<file path="config.mk">
export PLATFORM = sky130hd
export DESIGN_NAME = wsf_scramble_slot
export DESIGN_NICKNAME = d
export VERILOG_FILES = /design/src/hdl/wsf_pkg.sv /design/src/hdl/wsf_clamp.sv /design/src/hdl/wsf_scramble_slot.sv
export SDC_FILE = /design/constraint.sdc
export NUM_CORES = 1
export LEC_CHECK = 0
export BUFFER_PORTS_ARGS = -buffer_cell sky130_fd_sc_hd__buf_2
export CAP_MARGIN = 0
export CORE_UTILIZATION = 50
export DETAILED_ROUTE_END_ITERATION = 12
export PLACE_DENSITY = 0.75
export SETUP_SLACK_MARGIN = 0.4
export SYNTH_ARGS = -nofsm -noshare
export SYNTH_HDL_FRONTEND = slang
export SYNTH_SLANG_ARGS = --single-unit
</file>
<file path="constraint.sdc">
create_clock -name pclk -period 5.3 [get_ports pclk]
set_input_delay 0.53 -clock pclk [delete_from_list [all_inputs] [get_ports pclk]]
set_output_delay 0.53 -clock pclk [all_outputs]
set_load 0.01 [all_outputs]
</file>
<file path="src/hdl/wsf_pkg.sv">
// Purpose: Shared constants and types for the scramble index and slot
//          format block.
// Assumes: APB with 32-bit data, one clock, byte addresses word aligned.
// Notes:   Table lengths are coded in the main module's layout function.
package wsf_pkg;

   // Register byte offsets
   localparam logic [7:0] OFS_SCR_CFG = 8'h00;
   localparam logic [7:0] OFS_SCR_NUM = 8'h04;
   localparam logic [7:0] OFS_SLOT_CFG = 8'h08;
   localparam logic [7:0] OFS_TPC_PAT = 8'h0c;
   localparam logic [7:0] OFS_LAYOUT0 = 8'h10;
   localparam logic [7:0] OFS_LAYOUT1 = 8'h14;
   localparam logic [7:0] OFS_SLOT_STAT = 8'h18;
   localparam logic [7:0] OFS_IRQ_STAT = 8'h1c;
   localparam logic [7:0] OFS_IRQ_MASK = 8'h20;

   // Field positions
   localparam int POS_CODE = 0;
   localparam int POS_OFFS = 16;
   localparam int POS_STYPE = 24;
   localparam int POS_CHAN = 0;
   localparam int POS_SF = 4;
   localparam int POS_FMT = 8;
   localparam int POS_TFCI_USED = 12;
   localparam int POS_D2 = 16;
   localparam int POS_TFCI = 8;
   localparam int POS_TPC = 12;
   localparam int POS_PILOT = 16;
   localparam int POS_FBI = 24;
   localparam int POS_SCH = 28;

   // Reset values
   localparam logic [14:0] RST_TPC_PAT = 15'h0000;
   localparam logic [2:0] RST_IRQ_MASK = 3'h0;

   // Interrupt status bits
   localparam int IRQ_CFG_ERR = 0;
   localparam int IRQ_FRAME = 1;
   localparam int IRQ_FMT_ERR = 2;

   // Scrambling arithmetic
   localparam logic [9:0] CODE_MAX = 10'h1ff;
   localparam logic [4:0] OFFS_MAX = 5'h0f;
   localparam logic [14:0] ADD_RIGHT = 15'h4000;
   localparam logic [14:0] ADD_LEFT = 15'h2000;
   localparam logic [14:0] SCR_NUM_MAX = 15'h5fff;
   localparam logic [14:0] STD_PRIM_MAX = 15'h1ff0;
   localparam logic [14:0] STD_MAX = 15'h1fff;

   // Frame timing
   localparam logic [3:0] SLOT_LAST = 4'he;
   localparam logic [10:0] UL_DATA_BASE = 11'h00a;

   typedef enum logic [1:0] {
      WSF_STD,
      WSF_RIGHT,
      WSF_LEFT,
      WSF_BADTYPE
   } wsf_stype_type;

   typedef enum logic [1:0] {
      WSF_PCCPCH,
      WSF_DL_DPCH,
      WSF_UL_DPDCH,
      WSF_UL_DPCCH
   } wsf_chan_type;

   typedef struct packed {
      logic [10:0] slot_len;
      logic [7:0] data1;
      logic [10:0] data2;
      logic [3:0] tfci;
      logic [3:0] tpc;
      logic [4:0] pilot;
      logic [1:0] fbi;
      logic [1:0] sch;
      logic err;
   } wsf_layout_type;

   typedef struct packed {
      logic [9:0] code;
      logic [4:0] offs;
      logic [1:0] stype;
      logic [14:0] scr_num;
      logic [1:0] chan;
      logic [2:0] sf;
      logic [2:0] fmt;
      logic tfci_used;
      logic [14:0] tpc_pat;
      logic [3:0] slot;
      logic [3:0] out_slot;
      logic [1:0] out_chan;
      wsf_layout_type lay;
      logic vld;
      logic tfci_dtx;
      logic [7:0] tpc_field;
      logic tpc_up;
      logic [2:0] irq_stat;
      logic [2:0] irq_mask;
      logic [31:0] prdata;
   } wsf_state_type;

endpackage

</file>
<file path="src/hdl/wsf_clamp.sv">
// Purpose: Saturate a configuration field to its largest legal value.
// Assumes: Purely combinational; the caller registers the result.
// Notes:   Used for the code field and the offset field.
`timescale 1ns/1ps
`default_nettype none
module wsf_clamp #(
   parameter int WI = 10,
   parameter logic [WI-1:0] MAXV = '1
) (
   input wire logic [WI-1:0] raw,
   output logic [WI-1:0] val,
   output logic over
);

   // Out-of-range values saturate and raise a flag
   always_comb begin
      over = (raw > MAXV);
      val = over ? MAXV : raw;
   end

endmodule
`default_nettype wire

</file>
<file path="src/hdl/wsf_scramble_slot.sv">
// Purpose: Scrambling code number and per-slot field layout over APB.
// Assumes: 40 MHz pclk; slot_strobe comes from logic on the same clock.
// Notes:   APB answers with zero wait states; reads are prepared in the
//          setup cycle so prdata is a flop in the access cycle.
//
// The register addresses and the APB interface to the registers are this design's own decisions.
`timescale 1ns/1ps
`default_nettype none
module wsf_scramble_slot (
   input wire logic pclk,
   input wire logic presetn,
   input wire logic psel,
   input wire logic penable,
   input wire logic pwrite,
   input wire logic [7:0] paddr,
   input wire logic [31:0] pwdata,
   output logic [31:0] prdata,
   output logic pready,
   output logic pslverr,
   input wire logic slot_strobe,
   output logic slot_valid,
   output logic [3:0] slot_index,
   output logic [1:0] slot_chan,
   output logic [10:0] slot_len,
   output logic [7:0] data1_len,
   output logic [10:0] data2_len,
   output logic [3:0] tfci_len,
   output logic [3:0] tpc_len,
   output logic [4:0] pilot_len,
   output logic [1:0] fbi_len,
   output logic [1:0] sch_len,
   output logic tfci_dtx,
   output logic [7:0] tpc_field,
   output logic tpc_up,
   output logic [14:0] scr_code_num,
   output logic irq
);

   wsf_pkg::wsf_state_type s_q;
   wsf_pkg::wsf_state_type s_d;
   logic [9:0] code_c;
   logic [4:0] offs_c;
   logic code_over;
   logic offs_over;
   logic [14:0] type_add;
   logic [14:0] scr_calc;
   logic addr_ok;
   wsf_pkg::wsf_layout_type lay_c;

   // Saturating field limits, one instance per field
   wsf_clamp #(.WI(10), .MAXV(wsf_pkg::CODE_MAX)) u_code_clamp (
      .raw(s_q.code),
      .val(code_c),
      .over(code_over)
   );
   wsf_clamp #(.WI(5), .MAXV(wsf_pkg::OFFS_MAX)) u_offs_clamp (
      .raw(s_q.offs),
      .val(offs_c),
      .over(offs_over)
   );

   // Builds one layout record
   function automatic wsf_pkg::wsf_layout_type mk(
      input logic [10:0] sl, input logic [7:0] d1, input logic [10:0] d2,
      input logic [3:0] tf, input logic [3:0] tp, input logic [4:0] pl,
      input logic [1:0] fb, input logic [1:0] sc, input logic er);
      wsf_pkg::wsf_layout_type r;
      r.slot_len = sl;
      r.data1 = d1;
      r.data2 = d2;
      r.tfci = tf;
      r.tpc = tp;
      r.pilot = pl;
      r.fbi = fb;
      r.sch = sc;
      r.err = er;
      return r;
   endfunction

   // Slot field lengths for the selected channel, spread and format
   function automatic wsf_pkg::wsf_layout_type layout(
      input logic [1:0] ch, input logic [2:0] sf, input logic [2:0] fm);
      wsf_pkg::wsf_layout_type r;
      r = mk(11'h000, 8'h00, 11'h000, 4'h0, 4'h0, 5'h00, 2'h0, 2'h0, 1'b1);
      case (ch)
         wsf_pkg::WSF_PCCPCH: begin
            r = mk(11'h00a, 8'h09, 11'h000, 4'h0, 4'h0, 5'h00, 2'h0, 2'h1,
               1'b0);
         end
         wsf_pkg::WSF_DL_DPCH: begin
            case (sf)
               3'h0: begin
                  // Indicator and pilot both vary with format at SF128
                  if (fm <= 3'h3) begin
                     r = mk(11'h028, 8'h06, 11'h01c - 11'({fm[1:0], 1'b0}),
                        {2'h0, fm[0], 1'b0}, 4'h2,
                        fm[1] ? 5'h08 : 5'h04, 2'h0, 2'h0, 1'b0);
                  end
               end
               3'h1: r = mk(11'h050, 8'h0c, 11'h030, 4'h8, 4'h4, 5'h08,
                  2'h0, 2'h0, 1'b0);
               3'h2: r = mk(11'h0a0, 8'h1c, 11'h070, 4'h8, 4'h4, 5'h08,
                  2'h0, 2'h0, 1'b0);
               3'h3: r = mk(11'h140, 8'h38, 11'h0e8, 4'h8, 4'h8, 5'h10,
                  2'h0, 2'h0, 1'b0);
               3'h4: r = mk(11'h280, 8'h78, 11'h1e8, 4'h8, 4'h8, 5'h10,
                  2'h0, 2'h0, 1'b0);
               3'h5: r = mk(11'h500, 8'hf8, 11'h3e8, 4'h8, 4'h8, 5'h10,
                  2'h0, 2'h0, 1'b0);
               default: r.err = 1'b1;
            endcase
         end
         wsf_pkg::WSF_UL_DPDCH: begin
            // Data only; doubles each time the spread factor halves
            if (sf <= 3'h6) begin
               r = mk(wsf_pkg::UL_DATA_BASE << sf, 8'h00,
                  wsf_pkg::UL_DATA_BASE << sf, 4'h0, 4'h0, 5'h00, 2'h0,
                  2'h0, 1'b0);
            end
         end
         default: begin
            case (fm)
               3'h0: r = mk(11'h00a, 8'h00, 11'h000, 4'h2, 4'h2, 5'h06,
                  2'h0, 2'h0, 1'b0);
               3'h1: r = mk(11'h00a, 8'h00, 11'h000, 4'h0, 4'h2, 5'h08,
                  2'h0, 2'h0, 1'b0);
               3'h2: r = mk(11'h00a, 8'h00, 11'h000, 4'h2, 4'h2, 5'h05,
                  2'h1, 2'h0, 1'b0);
               3'h3: r = mk(11'h00a, 8'h00, 11'h000, 4'h0, 4'h2, 5'h07,
                  2'h1, 2'h0, 1'b0);
               3'h4: r = mk(11'h00a, 8'h00, 11'h000, 4'h0, 4'h2, 5'h06,
                  2'h2, 2'h0, 1'b0);
               3'h5: r = mk(11'h00a, 8'h00, 11'h000, 4'h2, 4'h1, 5'h05,
                  2'h2, 2'h0, 1'b0);
               default: r.err = 1'b1;
            endcase
         end
      endcase
      return r;
   endfunction

   // Scrambling arithmetic; widest case 8176+15+16384 fits 15 bits
   always_comb begin
      case (s_q.stype)
         wsf_pkg::WSF_RIGHT: type_add = wsf_pkg::ADD_RIGHT;
         wsf_pkg::WSF_LEFT: type_add = wsf_pkg::ADD_LEFT;
         default: type_add = 15'h0000;
      endcase
      scr_calc = {1'b0, code_c, 4'h0} + {10'h000, offs_c} + type_add;
      lay_c = layout(s_q.chan, s_q.sf, s_q.fmt);
      case (paddr)
         wsf_pkg::OFS_SCR_CFG, wsf_pkg::OFS_SCR_NUM, wsf_pkg::OFS_SLOT_CFG,
         wsf_pkg::OFS_TPC_PAT, wsf_pkg::OFS_LAYOUT0, wsf_pkg::OFS_LAYOUT1,
         wsf_pkg::OFS_SLOT_STAT, wsf_pkg::OFS_IRQ_STAT,
         wsf_pkg::OFS_IRQ_MASK: addr_ok = 1'b1;
         default: addr_ok = 1'b0;
      endcase
   end

   // Next state: bus access, number, slot emission, interrupts
   always_comb begin
      logic wr;
      logic [2:0] set;
      logic [2:0] clr;
      logic bit_now;
      wr = psel & penable & pwrite & addr_ok;
      set = 3'h0;
      clr = 3'h0;
      bit_now = 1'b0;
      s_d = s_q;
      s_d.vld = 1'b0;
      if (wr) begin
         case (paddr)
            wsf_pkg::OFS_SCR_CFG: begin
               s_d.code = pwdata[wsf_pkg::POS_CODE +: 10];
               s_d.offs = pwdata[wsf_pkg::POS_OFFS +: 5];
               s_d.stype = pwdata[wsf_pkg::POS_STYPE +: 2];
            end
            wsf_pkg::OFS_SLOT_CFG: begin
               s_d.chan = pwdata[wsf_pkg::POS_CHAN +: 2];
               s_d.sf = pwdata[wsf_pkg::POS_SF +: 3];
               s_d.fmt = pwdata[wsf_pkg::POS_FMT +: 3];
               s_d.tfci_used = pwdata[wsf_pkg::POS_TFCI_USED];
            end
            wsf_pkg::OFS_TPC_PAT: s_d.tpc_pat = pwdata[14:0];
            wsf_pkg::OFS_IRQ_STAT: clr = pwdata[2:0];
            wsf_pkg::OFS_IRQ_MASK: s_d.irq_mask = pwdata[2:0];
            default: s_d.irq_mask = s_q.irq_mask;
         endcase
      end
      // Registered number follows the settings one cycle later
      s_d.scr_num = scr_calc;
      // Bad settings keep flagging while present
      set[wsf_pkg::IRQ_CFG_ERR] = code_over | offs_over |
         (s_q.stype == wsf_pkg::WSF_BADTYPE);
      // Emit the current slot, then step through the 15-slot frame
      if (slot_strobe) begin
         bit_now = s_q.tpc_pat[wsf_pkg::SLOT_LAST - s_q.slot];
         s_d.vld = 1'b1;
         s_d.lay = lay_c;
         s_d.out_slot = s_q.slot;
         s_d.out_chan = s_q.chan;
         s_d.tpc_up = bit_now;
         s_d.tpc_field = {8{bit_now}} &
            8'((9'h001 << lay_c.tpc) - 9'h001);
         s_d.tfci_dtx = (s_q.chan == wsf_pkg::WSF_DL_DPCH) &
            (lay_c.tfci != 4'h0) & ~s_q.tfci_used;
         set[wsf_pkg::IRQ_FMT_ERR] = lay_c.err;
         if (s_q.slot == wsf_pkg::SLOT_LAST) begin
            s_d.slot = 4'h0;
            set[wsf_pkg::IRQ_FRAME] = 1'b1;
         end else begin
            s_d.slot = s_q.slot + 4'h1;
         end
      end
      // Set beats a same-cycle write-one clear
      s_d.irq_stat = (s_q.irq_stat & ~clr) | set;
      // Read data prepared in the setup cycle for a zero-wait access
      if (psel & ~penable & ~pwrite) begin
         case (paddr)
            wsf_pkg::OFS_SCR_CFG: s_d.prdata = {6'h00, s_q.stype,
               3'h0, s_q.offs, 6'h00, s_q.code};
            wsf_pkg::OFS_SCR_NUM: s_d.prdata = {17'h00000, s_q.scr_num};
            wsf_pkg::OFS_SLOT_CFG: s_d.prdata = {19'h00000,
               s_q.tfci_used, 1'b0, s_q.fmt, 1'b0, s_q.sf, 2'h0, s_q.chan};
            wsf_pkg::OFS_TPC_PAT: s_d.prdata = {17'h00000, s_q.tpc_pat};
            wsf_pkg::OFS_LAYOUT0: s_d.prdata = {5'h00, lay_c.data2,
               5'h00, lay_c.slot_len};
            wsf_pkg::OFS_LAYOUT1: s_d.prdata = {2'h0, lay_c.sch,
               2'h0, lay_c.fbi, 3'h0, lay_c.pilot, lay_c.tpc,
               lay_c.tfci, lay_c.data1};
            wsf_pkg::OFS_SLOT_STAT: s_d.prdata = {27'h0000000,
               lay_c.err, s_q.slot};
            wsf_pkg::OFS_IRQ_STAT: s_d.prdata = {29'h00000000,
               s_q.irq_stat};
            wsf_pkg::OFS_IRQ_MASK: s_d.prdata = {29'h00000000,
               s_q.irq_mask};
            default: s_d.prdata = 32'h00000000;
         endcase
      end
   end

   // State register; config comes up at code 0, standard, PCCPCH
   always_ff @(posedge pclk or negedge presetn) begin
      if (!presetn) begin
         s_q <= '0;
         s_q.tpc_pat <= wsf_pkg::RST_TPC_PAT;
         s_q.irq_mask <= wsf_pkg::RST_IRQ_MASK;
      end else begin
         s_q <= s_d;
      end
   end

   // Port drive
   assign prdata = s_q.prdata;
   assign pready = 1'b1;
   assign pslverr = psel & penable & ~addr_ok;
   assign slot_valid = s_q.vld;
   assign slot_index = s_q.out_slot;
   assign slot_chan = s_q.out_chan;
   assign slot_len = s_q.lay.slot_len;
   assign data1_len = s_q.lay.data1;
   assign data2_len = s_q.lay.data2;
   assign tfci_len = s_q.lay.tfci;
   assign tpc_len = s_q.lay.tpc;
   assign pilot_len = s_q.lay.pilot;
   assign fbi_len = s_q.lay.fbi;
   assign sch_len = s_q.lay.sch;
   assign tfci_dtx = s_q.tfci_dtx;
   assign tpc_field = s_q.tpc_field;
   assign tpc_up = s_q.tpc_up;
   assign scr_code_num = s_q.scr_num;
   assign irq = |(s_q.irq_stat & s_q.irq_mask);
endmodule
`default_nettype wire
</file>
== After elaboration in Yosys (flattened, before gate mapping) ==
Index checks and enable logic that the tools add are counted.

* Flip-flop bits (word level): 162
* Word-level logic and storage cells: 117
* Output and inout bits: 114

* Shifts and indexed selects: 2
* Add/sub/neg operators: 6
* Multiplexer cells: 21
* Bitwise gates (word level): 19
* Eq/ne operators: 24
* Order comparisons: 5
* Reductions and logical operators: 13

{| class="wikitable"
|+ Operators by type and width
! cell !! number
|-
| 47-bit one-hot mux with 6 select lines || 1
|-
| 30-bit one-hot mux with 9 select lines || 1
|-
| 40-bit one-hot mux with 6 select lines || 1
|-
| 48-bit one-hot mux with 3 select lines || 1
|-
| 48-bit 2-to-1 mux || 1
|-
| 43-bit 2-to-1 mux || 1
|-
| 8-bit by 5-bit == test with 1-bit output, second input constant || 4
|-
| 15-bit one-hot mux with 2 select lines || 1
|-
| 8-bit by 4-bit == test with 1-bit output, second input constant || 2
|-
| 14-bit by 5-bit adder with 15-bit output || 1
|-
| 15-bit adder || 1
|-
| 3-bit by 2-bit == test with 1-bit output, second input constant || 4
|-
| 3-bit == test, second input constant || 4
|-
| 11-bit 2-to-1 mux || 1
|-
| 4-bit by 3-bit left shift with 11-bit output, first input constant || 1
|-
| 10-bit by 9-bit > comparator with 1-bit output, second input constant || 1
|-
| 10-bit 2-to-1 mux || 1
|-
| 9-bit OR reduction || 1
|-
| 1-bit AND || 8
|-
| 8-bit AND || 1
|-
| 8-bit by 3-bit == test with 1-bit output, second input constant || 1
|-
| 8-bit by 6-bit == test with 1-bit output, second input constant || 1
|-
| 8-bit zero test || 1
|-
| 4-bit 2-to-1 mux || 2
|-
| 31 further kinds || 48
|}

== Depth between registers and ports, before layout ==
* Depth in word-level cells: 8
* Mapped depth: 10
* Gate-level depth less buffers: 10

== Cells and area by module ==
A second synthesis with hierarchy kept.

* Cell total of the unflattened synthesis: 796
* Area total of the unflattened synthesis: 8620.8 µm²

{| class="wikitable"
|+ By module, submodules not included
! module !! cells each !! sequential area each (µm²) !! area each (µm²) !! instances
|-
| wsf_scramble_slot || 777 || 3728.6 || 8509.4 || 1
|-
| wsf_clamp at u_code_clamp || 12 || 0.0 || 71.3 || 1
|-
| wsf_clamp at u_offs_clamp || 7 || 0.0 || 40.0 || 1
|}

== Worst setup path before layout ==
No wires, ideal clock.

* Kind: register -> register
* Start: register s_q[123] (netlist bit)
* End: register s_q (netlist bit tpc_field[4])
* Library setup time: 0.101 ns
* Data required time: 5.199 ns
* Clock period less this slack: 2.290 ns
* Cell stages (with the launch flop): 10
* Data arrival time: 2.189 ns
* Path slack: 3.010 ns
* Path through: dfrtp_1 ha_1 and3b_1 nor4_4 a21o_1 nor4_1 inv_1 ha_1 xnor2_1 o32ai_1

* Cells in the longest elaborated chain, start to end: 7
* Elaborated cells on any way between the ends: 14
* Those cells by class: add/sub (1); order compare (1); eq/ne (5); shift (1); mux (4); bitwise (1); reduce/logical (1)

{| class="wikitable"
|+ Ends and longest elaborated chain
! item !! RTL line !! RTL
|-
| from (decl) || wsf_scramble_slot.sv:39 || <nowiki>wsf_pkg::wsf_state_type s_q;</nowiki>
|-
| 3-bit by 2-bit <= comparator with 1-bit output || wsf_scramble_slot.sv:94 || <nowiki>if (fm <= 3'h3) begin</nowiki>
|-
| 43-bit 2-to-1 mux || wsf_scramble_slot.sv:94 ||
|-
| 47-bit one-hot mux with 6 select lines || wsf_scramble_slot.sv:91 || <nowiki>case (sf)</nowiki>
|-
| 48-bit one-hot mux with 3 select lines (*) || wsf_scramble_slot.sv:85 || <nowiki>case (ch)</nowiki>
|-
| 1-bit by 4-bit left shift with 8-bit output (*) || wsf_scramble_slot.sv:205 || <nowiki>8'((9'h001 << lay_c.tpc) - 9'h001);</nowiki>
|-
| 8-bit by 1-bit subtractor with 8-bit output (*) || wsf_scramble_slot.sv:205 ||
|-
| 8-bit AND (*) || wsf_scramble_slot.sv:204 || <nowiki>s_d.tpc_field = {8{bit_now}} &</nowiki>
|}

Every way passes the cells marked *; elsewhere a longest branch is shown, timed or not.
A chain may end at the register's enable or synchronous reset.

== Final worst setup path ==
* Start: register s_q[103] (netlist bit)
* End: register s_q (netlist bit tpc_field[4])

* Cells in the longest elaborated chain, start to end: 4

{| class="wikitable"
|+ Ends and longest elaborated chain
! item !! RTL line !! RTL
|-
| 4-bit subtractor || wsf_scramble_slot.sv:198 || <nowiki>bit_now = s_q.tpc_pat[wsf_pkg::SLOT_LAST - s_q.slot];</nowiki>
|-
| 1-bit binary-select mux with 4-bit select || wsf_scramble_slot.sv:198 ||
|-
| 1-bit 2-to-1 mux (not written as such) || wsf_scramble_slot.sv:198 ||
|-
| 8-bit AND || wsf_scramble_slot.sv:204 ||
|}

No other way between the ends. The select of a mux whose other input is x is not followed.

==> impl_metrics.tcl <==
set metrics [dict create \
    path_max_fanout 12 \
    ys.warnings.count 0 \
    hold_class "primary input to asynchronous set/reset pin" \
    rows 46 \
    fin_crit_ns 2.94 \
    ant_nets 0 \
    fp.dieW_um 131 \
    cts_made_buffers 17 \
    ys_ff_latch 149 \
    grt_use_total_pct 25.9 \
    initial_core_util_pct 51.9 \
    fmax_ghz 0.340 \
    fin_skew_ns 0.00735 \
    port_buffers 139 \
    critPathLaunchType "flip-flop" \
    grt_overflow 0 \
    place_ws_ns 2.19 \
    wl_per_cell_um 21.0 \
    cts_max_level 4 \
    async_flop_share_pct 100 \
    arrival_ns 3.20 \
    finish.net_count 872 \
    wl_um 21900 \
    stdcell_count 1042 \
    die_h_um 131 \
    vias_per_cell 6.02 \
    cts_root_buf "clkbuf_16" \
    rsz0062_at_grt "false" \
    vias 6273 \
    gp_congestion 0.960 \
    synth_top_cell_area_share_pct 44.7 \
    max-cap-violations 0 \
    area_growth_pct 7.72 \
    synth_area_leaders "dfrtp_1, buf_4, mux2_2" \
    cts_num_sinks 149 \
    yosysTopAreaCell "dfrtp_1" \
    fin_setup_tns_ns 0 \
    dp.final_hpwl_um 15700 \
    final-max-slew-violation-count 0 \
    ys_seq_area_share_pct 44.7 \
    post_cts_buffers 0 \
    hold_slack_ns 0.147 \
    postSynthAreaPerCell_um2 10.4 \
    p_leak_nw 4.40 \
    r2r_setup_slack_ns 2.36 \
    first_global_vias 5842 \
    cts_resized 0 \
    n_antenna_cell 0 \
    antenna_found_initial 0 \
    hold_buffers 0 \
    worst_pin_slew_ns 0.904 \
    setup_violations 0 \
    drc_errors 0 \
    ios 160 \
    relSlewSlack_pct 39.4 \
    cp.required_ns 5.56 \
    placedCellCount 1011 \
    synth_ff_type "dfrtp_1" \
    clk_latency_ns 0.42 \
    syn_inst 800 \
    clk_path_buf_depth 2 \
    first_iter_violations 768 \
    fin_crit_sh_pct 55.5 \
    p_per_area_nw_per_um2 307 \
    synth_area_um2 8330 \
    drive_gt1_share_pct 31.0 \
    die-area_um2 17200 \
    fin_util_pct 55.9 \
    grt_pass1_wl_um 34100 \
    yosysUniqueCellTypes 73 \
    cts_tree "built" \
    fin_ws_ns 2.36 \
    synth_edf_count 0 \
    grt_start_max_net_pins 91 \
    core_um2 16100 \
    peakVddDrop_v 0.000231 \
    status "complete, no violations" \
    endpoint_kind "flip-flop" \
    clkTransAtPathRegs_ns 0.06 \
    dr.pass1.iters 6 \
    hold_viol_final 0 \
    timing.setup.critical_path_class "flip-flop to flip-flop" \
]
==> cell usage after synthesis, types with 5 or more instances <==
library cell / n
o21ai_0: 44
ha_1: 12
a31oi_1: 7
a21oi_1: 27
a221oi_1: 5
a21o_1: 6
xnor2_1: 7
a222oi_1: 6
nand3_1: 14
a22oi_1: 5
or2_2: 8
nor3_1: 16
nand2b_1: 7
a22o_1: 8
dfrtp_1: 149
buf_2: 10
mux2_2: 61
inv_1: 19
o2bb2ai_1: 10
buf_4: 110
nand2_1: 46
mux2i_1: 12
clkbuf_1: 31
nor2b_1: 12
mux2_1: 10
nor2_1: 36
and2_1: 8
and3_1: 8
==> worst max-delay path, cell delays in order, from the launching register on <==
cell and delay (ns):
dfrtp_1 0.61, inv_1 0.23, ha_1 0.47, mux4_2 0.33, mux2i_1 0.17, nor3_1 0.06, a31oi_1 0.68, o32ai_1 0.21
==> path summary, 6_finish.rpt <==
path | end | cells past startpoint | start
worst max-delay path | tpc_field[4] | 7 | s_q[103]
worst min-delay path | prdata[26] | 1 | presetn
worst max register to register | tpc_field[4] | 7 | s_q[103]
worst min register to register | prdata[21] | 2 | prdata[21]
max in group asynchronous | slot_chan[1] | 2 | presetn
min in group pclk | s_q[151] | 2 | pwdata[19]
==> cell families (layout without fill, tap and decap cells) <==
family / after synthesis / after routing / share of synthesized area (%)
buf+inv: 178 / 194 / 13.4
other cells: 2 / 12 / 0.0901
simple gates: 189 / 189 / 12.4
mux: 86 / 86 / 11.8
compound gates: 173 / 173 / 14.6
xor+xnor: 11 / 11 / 1.16
fa+ha+maj: 12 / 12 / 1.80
flops: 149 / 149 / 44.7
==> where the power goes <==
group	switching (mW)	internal [mW]	total, mW
Combinational	0.144	0.0854	0.229
Clock	0.474	0.844	1.32
Sequential	0.0396	1.17	1.21
==> registers in the layout, indices dropped and copies added, names as in the netlist <==
signal / count
tpc_up: 1
data2_len: 10
data1_len: 8
pilot_len: 4
tpc_len: 3
slot_valid: 1
slot_len: 10
slot_chan: 2
tfci_dtx: 1
tpc_field: 7
fbi_len: 2
scr_code_num: 15
slot_index: 4
prdata: 28
tfci_len: 2
s_q: 51
==> per-layer routing <==
metal	part of all wire (%)	vias to the layer above	GRT usage, %
met5	0	-	0
met2	46	335	39.3
met1	43	3090	36.3
li1	-	2801	-
met3	9.0	47	5.05
met4	2.7	0	10.7
==> cell usage in the layout, fill, tap and decap left out, types with 5 or more instances in the layout <==
master     instances
dfrtp_1          149
buf_2            138
mux2_2            61
nand2_1           46
o21ai_0           44
nor2_1            36
a21oi_1           27
inv_1             19
clkbuf_16         17
nor3_1            16
nand3_1           14
nor2b_1           12
mux2i_1           12
ha_1              12
conb_1            12
o2bb2ai_1         10
mux2_1            10
and2_1             8
and3_1             8
or2_2              8
a22o_1             8
nand2b_1           7
xnor2_1            7
a31oi_1            7
a21o_1             6
a222oi_1           6
a221oi_1           5
a22oi_1            5
bufinv_16          5
==> per-stage QoR <==
step | total power [mW] | cell area (um2)
CTS | 2.77 | 8980
global route | 2.84 | 8980
floorplan | 1.38 | 8370
finish | 2.76 | 8980
global placement | 1.45 | 8330
detailed placement | 1.46 | 8330
==> final cells by class <==
type                       count  area, um2
clock buffer                  18        439
clock inverter                13        206
fill                        1414       7080
inverter                      20       75.1
multi-input combinational    483       3530
sequential                   149       3730
tap                          216        270
timing repair buffer         143        732
Power figures use the tool's default switching activity.
